$ cat config.mk
export PLATFORM = sky130hd
export DESIGN_NAME = cevt_charger_irq
export DESIGN_NICKNAME = d
export VERILOG_FILES = /design/src/core/cevt_pkg.sv /design/src/core/cevt_charger_irq.sv
export SDC_FILE = /design/constraint.sdc
export NUM_CORES = 1
export LEC_CHECK = 0
export BUFFER_PORTS_ARGS = -buffer_cell sky130_fd_sc_hd__buf_2
export CORE_MARGIN = 4
export CORE_UTILIZATION = 30
export DETAILED_ROUTE_END_ITERATION = 7
export PLACE_DENSITY = 0.55
export SLEW_MARGIN = 0
export SYNTH_ARGS = -nofsm -noshare
export SYNTH_HDL_FRONTEND = slang
export SYNTH_SLANG_ARGS = --single-unit
$ cat constraint.sdc
create_clock -name mclk -period 3.1 [get_ports mclk]
set_clock_uncertainty 0.1 [all_clocks]
set_input_delay 0.62 -clock mclk [delete_from_list [all_inputs] [get_ports mclk]]
set_output_delay 0.62 -clock mclk [all_outputs]
set_load 0.01 [all_outputs]
$ cat src/core/cevt_pkg.sv
// Purpose: shared constants for the charger event and interrupt logic
// Assumes: byte-wide register port with 8-bit addresses
// Notes: offsets are the register addresses seen on the register port
package cevt_pkg;
  // register offsets
  localparam logic [7:0] CEVT_OFF_STATUS = 8'h78;
  localparam logic [7:0] CEVT_OFF_ENABLE = 8'h79;
  localparam logic [7:0] CEVT_OFF_STATE = 8'h7A;
  // status byte field positions
  localparam int CEVT_ST_TIMR_GRP = 7;
  localparam int CEVT_ST_TEMP_GRP = 6;
  localparam int CEVT_ST_INP_GRP = 5;
  localparam int CEVT_ST_CHG_GRP = 4;
  localparam int CEVT_ST_TIMR_DAT = 3;
  localparam int CEVT_ST_TEMP_DAT = 2;
  localparam int CEVT_ST_INP_DAT = 1;
  localparam int CEVT_ST_EOC_DAT = 0;
  // enable byte field positions
  localparam int CEVT_EN_TOTAL = 7;
  localparam int CEVT_EN_TEMP_IN = 6;
  localparam int CEVT_EN_INP_CON = 5;
  localparam int CEVT_EN_EOC_IN = 4;
  localparam int CEVT_EN_PRE = 3;
  localparam int CEVT_EN_TEMP_OUT = 2;
  localparam int CEVT_EN_INP_DIS = 1;
  localparam int CEVT_EN_EOC_OUT = 0;
  // state byte field positions
  localparam int CEVT_SR_STATE_LSB = 4;
  localparam int CEVT_SR_SUPPLY = 1;
  // encoding of the end-of-charge state on the charging state input
  localparam logic [1:0] CEVT_STATE_EOC = 2'h3;
  // values after reset
  localparam logic [7:0] CEVT_ENABLE_RST = 8'h00;
  localparam logic [3:0] CEVT_ARM_RST = 4'h0;
  localparam logic [3:0] CEVT_PEND_RST = 4'h0;
  localparam logic [7:0] CEVT_RDATA_RST = 8'h00;
  localparam logic [5:0] CEVT_LVL_RST = 6'h00;
  // group indexes into the arm and pending vectors
  localparam int CEVT_G_CHG = 0;
  localparam int CEVT_G_INP = 1;
  localparam int CEVT_G_TEMP = 2;
  localparam int CEVT_G_TIMR = 3;
endpackage

$ cat src/core/cevt_charger_irq.sv
// Purpose: charger status readout and event interrupt logic
// Assumes: all inputs except rst_n synchronous to mclk; registers reached on a byte port
// Notes: pending group flags clear on a read of the status byte
`timescale 1ns/1ns
module cevt_charger_irq
  import cevt_pkg::*;
(
  // clock and reset
  input wire logic mclk,
  input wire logic rst_n,
  // register port
  input wire logic [7:0] reg_addr,
  input wire logic reg_wr,
  input wire logic reg_rd,
  input wire logic [7:0] reg_wdata,
  output logic [7:0] reg_rdata,
  // charger status inputs
  input wire logic temp_in_window,
  input wire logic charger_supply_pin,
  input wire logic [1:0] charging_state,
  input wire logic precharge_timeout,
  input wire logic total_timeout,
  input wire logic supply_type_detect_pin,
  // open-drain interrupt pin
  output logic interrupt_out_n,
  output logic interrupt_out_n_oe
);
  import cevt_pkg::*;

  function automatic logic addr_hit(input logic [7:0] a, input logic [7:0] off);
    addr_hit = (a == off);
  endfunction

  ////////////////////////////////////////////////////////////////////////
  // reset release through two flops
  logic rst_meta;
  logic rst_sync_n;
  always_ff @(posedge mclk or negedge rst_n)
  begin
    if (!rst_n)
    begin
      rst_meta <= 1'b0;
      rst_sync_n <= 1'b0;
    end
    else
    begin
      rst_meta <= 1'b1;
      rst_sync_n <= rst_meta;
    end
  end

  ////////////////////////////////////////////////////////////////////////
  // state
  logic [7:0] irq_enable;
  logic [3:0] group_arm;
  logic [3:0] group_pend;
  logic [5:0] prev_lvl;
  logic [7:0] next_irq_enable;
  logic [3:0] next_group_arm;
  logic [3:0] next_group_pend;
  logic [5:0] next_prev_lvl;
  logic [7:0] next_reg_rdata;
  logic end_of_charge_flag;
  logic [5:0] cur_lvl;
  logic [7:0] ev;
  logic [3:0] grp_hit;
  logic [7:0] status_byte;
  logic [7:0] state_byte;
  logic rd_status;

  // level vector: total, precharge, temp, input, eoc, spare
  assign end_of_charge_flag = (charging_state == CEVT_STATE_EOC);
  assign cur_lvl = {total_timeout, precharge_timeout, temp_in_window, charger_supply_pin,
                    end_of_charge_flag, 1'b0};

  // edge detect so a steady level never re-fires
  always_comb
  begin
    ev = 8'h00;
    ev[CEVT_EN_TOTAL] = cur_lvl[5] & ~prev_lvl[5];
    ev[CEVT_EN_PRE] = cur_lvl[4] & ~prev_lvl[4];
    ev[CEVT_EN_TEMP_IN] = cur_lvl[3] & ~prev_lvl[3];
    ev[CEVT_EN_TEMP_OUT] = ~cur_lvl[3] & prev_lvl[3];
    ev[CEVT_EN_INP_CON] = cur_lvl[2] & ~prev_lvl[2];
    ev[CEVT_EN_INP_DIS] = ~cur_lvl[2] & prev_lvl[2];
    ev[CEVT_EN_EOC_IN] = cur_lvl[1] & ~prev_lvl[1];
    ev[CEVT_EN_EOC_OUT] = ~cur_lvl[1] & prev_lvl[1];
  end

  // an event counts only when its enable and its group arm are both set
  always_comb
  begin
    grp_hit[CEVT_G_TIMR] = group_arm[CEVT_G_TIMR] & ((ev[CEVT_EN_TOTAL] & irq_enable[CEVT_EN_TOTAL])
                         | (ev[CEVT_EN_PRE] & irq_enable[CEVT_EN_PRE]));
    grp_hit[CEVT_G_TEMP] = group_arm[CEVT_G_TEMP] & ((ev[CEVT_EN_TEMP_IN] & irq_enable[CEVT_EN_TEMP_IN])
                         | (ev[CEVT_EN_TEMP_OUT] & irq_enable[CEVT_EN_TEMP_OUT]));
    grp_hit[CEVT_G_INP] = group_arm[CEVT_G_INP] & ((ev[CEVT_EN_INP_CON] & irq_enable[CEVT_EN_INP_CON])
                        | (ev[CEVT_EN_INP_DIS] & irq_enable[CEVT_EN_INP_DIS]));
    grp_hit[CEVT_G_CHG] = group_arm[CEVT_G_CHG] & ((ev[CEVT_EN_EOC_IN] & irq_enable[CEVT_EN_EOC_IN])
                        | (ev[CEVT_EN_EOC_OUT] & irq_enable[CEVT_EN_EOC_OUT]));
  end

  // read images of the two status bytes
  always_comb
  begin
    status_byte = 8'h00;
    status_byte[CEVT_ST_TIMR_GRP] = group_pend[CEVT_G_TIMR];
    status_byte[CEVT_ST_TEMP_GRP] = group_pend[CEVT_G_TEMP];
    status_byte[CEVT_ST_INP_GRP] = group_pend[CEVT_G_INP];
    status_byte[CEVT_ST_CHG_GRP] = group_pend[CEVT_G_CHG];
    status_byte[CEVT_ST_TIMR_DAT] = precharge_timeout | total_timeout;
    status_byte[CEVT_ST_TEMP_DAT] = temp_in_window;
    status_byte[CEVT_ST_INP_DAT] = charger_supply_pin;
    status_byte[CEVT_ST_EOC_DAT] = end_of_charge_flag;
    state_byte = 8'h00;
    state_byte[CEVT_SR_STATE_LSB +: 2] = charging_state;
    state_byte[CEVT_SR_SUPPLY] = supply_type_detect_pin;
  end

  ////////////////////////////////////////////////////////////////////////
  // next values; a new event in the same cycle as the clearing read wins
  assign rd_status = reg_rd & addr_hit(reg_addr, CEVT_OFF_STATUS);
  always_comb
  begin
    next_irq_enable = irq_enable;
    next_group_arm = group_arm;
    next_prev_lvl = cur_lvl;
    next_group_pend = grp_hit | (group_pend & {4{~rd_status}});
    next_reg_rdata = reg_rdata;
    if (reg_wr && addr_hit(reg_addr, CEVT_OFF_ENABLE))
      next_irq_enable = reg_wdata;
    if (reg_wr && addr_hit(reg_addr, CEVT_OFF_STATUS))
      next_group_arm = reg_wdata[CEVT_ST_CHG_GRP +: 4];
    if (reg_rd)
    begin
      if (addr_hit(reg_addr, CEVT_OFF_STATUS))
        next_reg_rdata = status_byte;
      else if (addr_hit(reg_addr, CEVT_OFF_ENABLE))
        next_reg_rdata = irq_enable;
      else if (addr_hit(reg_addr, CEVT_OFF_STATE))
        next_reg_rdata = state_byte;
      else
        next_reg_rdata = 8'h00; // unmapped reads return zero
    end
  end

  // register the state
  always_ff @(posedge mclk or negedge rst_sync_n)
  begin
    if (!rst_sync_n)
    begin
      irq_enable <= CEVT_ENABLE_RST;
      group_arm <= CEVT_ARM_RST;
      group_pend <= CEVT_PEND_RST;
      prev_lvl <= CEVT_LVL_RST;
      reg_rdata <= CEVT_RDATA_RST;
    end
    else
    begin
      irq_enable <= next_irq_enable;
      group_arm <= next_group_arm;
      group_pend <= next_group_pend;
      prev_lvl <= next_prev_lvl;
      reg_rdata <= next_reg_rdata;
    end
  end

  // open drain: pull low only while something is pending
  assign interrupt_out_n = 1'b0;
  assign interrupt_out_n_oe = |group_pend;

  ////////////////////////////////////////////////////////////////////////
  // checks
  property p_total_irq;
    @(posedge mclk) disable iff (!rst_sync_n)
    (total_timeout && !$past(total_timeout) && irq_enable[CEVT_EN_TOTAL] && group_arm[CEVT_G_TIMR])
      |=> group_pend[CEVT_G_TIMR] ##0 interrupt_out_n_oe;
  endproperty
  a_total_irq: assert property (p_total_irq) else $error("total timeout did not pend");

  property p_pre_blocked;
    @(posedge mclk) disable iff (!rst_sync_n)
    (!group_arm[CEVT_G_TIMR] && !group_pend[CEVT_G_TIMR]) |=> !group_pend[CEVT_G_TIMR];
  endproperty
  a_pre_blocked: assert property (p_pre_blocked) else $error("timer group pended unarmed");

  // the precharge expiry must pend on its own, not only through the total timer
  property p_pre_irq;
    @(posedge mclk) disable iff (!rst_sync_n)
    ($rose(precharge_timeout) && irq_enable[CEVT_EN_PRE] && group_arm[CEVT_G_TIMR])
      |=> group_pend[CEVT_G_TIMR];
  endproperty
  a_pre_irq: assert property (p_pre_irq) else $error("precharge timeout did not pend");

  property p_temp_in;
    @(posedge mclk) disable iff (!rst_sync_n)
    ($rose(temp_in_window) && irq_enable[CEVT_EN_TEMP_IN] && group_arm[CEVT_G_TEMP])
      |=> status_byte[CEVT_ST_TEMP_GRP];
  endproperty
  a_temp_in: assert property (p_temp_in) else $error("temperature entry missed");

  property p_temp_out;
    @(posedge mclk) disable iff (!rst_sync_n)
    ($fell(temp_in_window) && irq_enable[CEVT_EN_TEMP_OUT] && group_arm[CEVT_G_TEMP])
      |=> group_pend[CEVT_G_TEMP];
  endproperty
  a_temp_out: assert property (p_temp_out) else $error("temperature exit missed");

  property p_inp;
    @(posedge mclk) disable iff (!rst_sync_n)
    ($changed(charger_supply_pin) && group_arm[CEVT_G_INP]
      && irq_enable[charger_supply_pin ? CEVT_EN_INP_CON : CEVT_EN_INP_DIS]) |=> group_pend[CEVT_G_INP];
  endproperty
  a_inp: assert property (p_inp) else $error("input event missed");

  property p_eoc;
    @(posedge mclk) disable iff (!rst_sync_n)
    ($changed(end_of_charge_flag) && group_arm[CEVT_G_CHG]
      && irq_enable[end_of_charge_flag ? CEVT_EN_EOC_IN : CEVT_EN_EOC_OUT]) |=> group_pend[CEVT_G_CHG];
  endproperty
  a_eoc: assert property (p_eoc) else $error("end-of-charge event missed");

  property p_steady;
    @(posedge mclk) disable iff (!rst_sync_n)
    (rd_status && $stable(cur_lvl)) |=> (group_pend == 4'h0);
  endproperty
  a_steady: assert property (p_steady) else $error("steady level retriggered");

  property p_irq_pin;
    @(posedge mclk) disable iff (!rst_sync_n)
    (group_pend != 4'h0) |-> (interrupt_out_n_oe && !interrupt_out_n);
  endproperty
  a_irq_pin: assert property (p_irq_pin) else $error("interrupt pin not driven");

  property p_read_state;
    @(posedge mclk) disable iff (!rst_sync_n)
    (reg_rd && reg_addr == CEVT_OFF_STATE) |=>
      (reg_rdata[5:4] == $past(charging_state) && reg_rdata[1] == $past(supply_type_detect_pin)
       && reg_rdata[7:6] == 2'h0);
  endproperty
  a_read_state: assert property (p_read_state) else $error("state byte wrong");

  property p_read_status;
    @(posedge mclk) disable iff (!rst_sync_n)
    (reg_rd && reg_addr == CEVT_OFF_STATUS) |=>
      (reg_rdata[2:0] == {$past(temp_in_window), $past(charger_supply_pin), $past(end_of_charge_flag)});
  endproperty
  a_read_status: assert property (p_read_status) else $error("status byte wrong");
endmodule

* Word level (Yosys, flattened, before mapping) *
Index checks and enable logic that the tools add are counted.

operators by class
  $lt $le $gt $ge = 0
  divide/modulo/power cells = 0
  shift-type cells = 0
  add/sub/neg operators = 0
  bitwise logic cells = 37
  mux-type cells = 3
  equal/unequal tests = 4
  reduce and logical (&&, ||, !) cells = 3
  multiply operators = 0

operators with widths
  kind                  number
  $eq A8 B7 Y1 const B  3
  $and A1 B1 Y1         21
  $mux W8               2
  $not A1 Y1            9
  $mux W6               1
  $or A1 B1 Y1          5
  $and A4 B4 Y4         1
  $or A4 B4 Y4          1
  $reduce_or A4 Y1      1
  $eq A2 B2 Y1 const B  1
  $logic_and A1 B1 Y1   2

storage, ports and cells
  register bits = 31
  memories = 0
  word-level logic and storage cells = 54
  bits in latches = 0
  memory bits (writable) = 0
  bits of input ports = 27
  bits in read-only memories = 0
  output and inout bits = 10

* Logic depth before layout (Yosys ltp) *
  depth in word-level cells = 7
  mapped depth = 4
  depth with buffers taken out = 3

* Worst setup path after synthesis *
Ideal clock, no wire load.

  path type = input to register
  start = in reg_addr[5]
  end = reg reg_rdata[0]
  path buffers = 1
  data arrival time = 1.488 ns
  setup slack = 1.386 ns
  library setup time = 0.126 ns
  stages on the path = 4
  data required time = 2.874 ns
  path through = and4b_1 buf_2 and3_1 a221o_1

on the way
  cells in the longest elaborated chain, start to end = 3
  elaborated cells on any way between the ends = 4
  those cells by class = eq/ne: 2; mux: 2

RTL lines
  what                    line                     source
  start: declaration      cevt_charger_irq.sv:12   input wire logic [7:0] reg_addr,
  $eq A8 B7 Y1            cevt_charger_irq.sv:31   addr_hit = (a == off);
  $mux W8                 cevt_charger_irq.sv:138  else if (addr_hit(reg_addr, CEVT_OFF_ENABLE))
  $mux W8 *               cevt_charger_irq.sv:136  if (addr_hit(reg_addr, CEVT_OFF_STATUS))
  end signal: assignment  cevt_charger_irq.sv:164  reg_rdata <= next_reg_rdata;
  end: declaration        cevt_charger_irq.sv:16   output logic [7:0] reg_rdata,

Every way passes the cells marked *; elsewhere a longest branch is shown, timed or not.
A chain may end at the register's enable or synchronous reset.

* Final worst setup path *
  start = reg group_pend[1]
  end = out interrupt_out_n_oe

on the way
  cells in the longest elaborated chain, start to end = 1

RTL lines
  what                      line                     source
  start: declaration        cevt_charger_irq.sv:56   logic [3:0] group_pend;
  start signal: assignment  cevt_charger_irq.sv:162  group_pend <= next_group_pend;
  $reduce_or A4 Y1          cevt_charger_irq.sv:170  assign interrupt_out_n_oe = |group_pend;
  end: declaration          cevt_charger_irq.sv:26   output logic interrupt_out_n_oe

Every way passes these cells.

==> flow_metrics.tcl <==
set metrics [dict create \
    status "finished clean" \
    first_iter_violations 46 \
    crit_type "register to output pin" \
    post_drt_wl_per_cell_um 15.7 \
    reg2regPathDepth 3 \
    fp.dieW_um 74.9 \
    syn_nets 131 \
    whs_ns 0.157 \
    routed_wl_mm 3.10 \
    vdd_drop_max_v 0.000207 \
    die_area_sq_um 5600 \
    cts_resized 0 \
    place_area_sq_um 1570 \
    clkTransAtPathRegs_ns 0.06 \
    pre_cts_ws_ns 1.08 \
    synth-edff-count 0 \
    root_buffer "clkbuf_8" \
    max_cap_viol_count 0 \
    die_h_um 74.9 \
    clock_latency_ns 0.28 \
    grt_use_met1 0.159 \
    p_leak_nw 0.829 \
    final_hold_viol_count 0 \
    power_frac_comb 0.079 \
    io_buffers 35 \
    yosys-top-cells-area "dfrtp_1 58%, mux2_2 10%, a221o_1 3.0%" \
    drive_above_1_share 0.407 \
    ys_warn_count 0 \
    h-tree-depth 2 \
    clock_sinks 31 \
    grt_max_degree 30 \
    worst_slack_ns 0.958 \
    cp_top_family "simple AND/OR/NAND/NOR gates" \
    netSwitchingFraction 0.227 \
    endpoint_kind "output pin" \
    crit_cells 2 \
    critPathMaxFanout 3 \
    cp_num_buf_inv 1 \
    hpwl_mm 2.29 \
    track_usage 0.119 \
    core_sq_um 4350 \
    cts_tree "built" \
    critPathRequiredTime_ns 2.38 \
    syn2layout_area_growth_pct 24.5 \
    antenna_found_initial 0 \
    fp-row-count 24 \
    syn_area_per_cell_sq_um 12.9 \
    ant_nets 0 \
    synth_seq_cells 31 \
    grt_pass1_vias 992 \
    pwr-share-seq 0.529 \
    io-pin-count 37 \
    arrival_ns 1.42 \
    max_clock_freq_ghz 0.467 \
    vias 978 \
    fin_crit_ns 2.14 \
    route.detailed.drc 0 \
    synth_cell_type_count 31 \
    syn_inst 104 \
    final_area_sq_um 1670 \
    n_antenna_cell 0 \
    fin_nets 172 \
    yosys.area.top_type "dfrtp_1" \
    synthFlopType "dfrtp_1" \
    min_path_type "register to async pin" \
    cts_buffer_depth 2 \
    path_cells "or4_1 -> buf_2" \
    worst_path_max_delay_cell "or4_1" \
    synth_area_sq_um 1340 \
    powerDensity_nw_per_um2 483 \
    top_usage_layer "met2" \
    grt_use_met2 0.176 \
    p_int_uw 624 \
    start_util 0.308 \
    regToRegSetupSlack_ns 2.06 \
    p_clk_frac 0.391 \
    power.switching_uw 183 \
    first_pass_iters 4 \
    setup-tns-final_ns 0 \
    synthArstFlopShare 1.00 \
    rsz0062_at_grt "no" \
    numCtsBuffers 5 \
    period_share 0.691 \
    grt_pass1_wl_mm 4.82 \
    grt_overflow_total 0 \
    slew_viol_final 0 \
    met3_usage 0.0401 \
    ys_seq_area_frac 0.578 \
    setup_violations 0 \
    avgViaCountPerCell 4.96 \
    slowest_delay_ns 0.57 \
    synth_top_area_share 0.578 \
    final_core_util 0.384 \
    cp-start-kind "register" \
    gp_congestion 0.778 \
]
Yosys cell counts (2+ instances only):
library cell / count
a22o_1: 4
o21ai_0: 4
nor2b_1: 5
nand3_1: 2
o22ai_1: 3
a221o_1: 4
nand3b_1: 3
o221ai_1: 4
conb_1: 2
inv_1: 5
mux2_2: 12
nand2_1: 4
nand4b_1: 2
or2b_1: 2
dfrtp_1: 31
and2b_1: 2
worst paths after layout:
path,to,startpoint
min reg2reg,reg_rdata[2]$_DFFE_PN0P_,rst_sync_n$_DFF_PN0_
max reg2reg,reg_rdata[5]$_DFFE_PN0P_,irq_enable[5]$_DFFE_PN0P_
min,reg_rdata[2]$_DFFE_PN0P_,rst_sync_n$_DFF_PN0_
min in group mclk,rst_sync_n$_DFF_PN0_,rst_meta$_DFF_PN0_
max in group asynchronous,rst_sync_n$_DFF_PN0_,rst_n
max,interrupt_out_n_oe,group_pend[1]$_DFF_PN0_
area by class of cell:
type                    instances  area (sq um)
multi-input cells              65           531
flip-flops and latches         31           776
inverters                       5          18.8
clock inverters                 1          5.00
well taps                      52          65.1
repair buffers                 37           193
clock buffers                   6          82.6
fillers                       435          2680
routing by layer:
| metal | vias up | part of all wire |
|---|---|---|
| met1 | 478 | 0.46 |
| li1 | 467 | - |
| met3 | 5 | 0.055 |
| met5 | - | 0 |
| met2 | 28 | 0.47 |
| met4 | 0 | 0.017 |
through the flow:
stage          power (mW)  std cells
3_3_place_gp        0.496        189
3_5_place_dp        0.498        189
4_1_cts             0.818        196
6_report            0.807        197
5_1_grt             0.846        197
2_1_floorplan       0.464        104
power groups by stage:
stage | sequential, mW | clock (mW) | combinational (mW)
finish | 0.427 | 0.316 | 0.0640
global route | 0.429 | 0.346 | 0.0716
CTS | 0.427 | 0.327 | 0.0639
detailed placement | 0.434 | 0 | 0.0636
global placement | 0.434 | 0 | 0.0614
floorplan | 0.437 | 0 | 0.0267
sequential cells by signal (all words and copies together), names as in the netlist:
signal / cells
group_pend: 4
rst_sync_n: 1
rst_meta: 1
group_arm: 4
prev_lvl: 5
reg_rdata: 8
irq_enable: 8
cell usage in the layout, fill, tap and decap left out:
cell	netlist	final
buf_2	1	35
dfrtp_1	31	31
mux2_2	12	12
clkbuf_8	0	6
nor2b_1	5	5
inv_1	5	5
nand2_1	4	4
o21ai_0	4	4
a22o_1	4	4
a221o_1	4	4
o221ai_1	4	4
nand3b_1	3	3
o22ai_1	3	3
nand3_1	2	2
nand4b_1	2	2
or2b_1	2	2
and2b_1	2	2
conb_1	2	2
and2_1	1	1
nor4b_2	1	1
and4b_1	1	1
or4_1	1	1
and3_1	1	1
and4bb_2	1	1
and3_4	1	1
or4b_1	1	1
nand2b_1	1	1
nor2_1	1	1
nand4_1	1	1
nand3_4	1	1
clkinv_2	0	1
dlygate4sd3_1	0	1
buf_4	1	1
timing repair:
item                      in CTS  in global routing
hold buffers                   0                  1
hold endpoints to repair       0                  2
setup buffers                  0                  0
logic make-up after synthesis:
logic type      Yosys count  share of synthesized area
simple gates             32                      0.178
flops                    31                      0.578
compound gates           19                      0.111
mux                      12                      0.101
buf+inv                   8                     0.0261
other cells               2                    0.00560
Power figures use the tool's default switching activity.
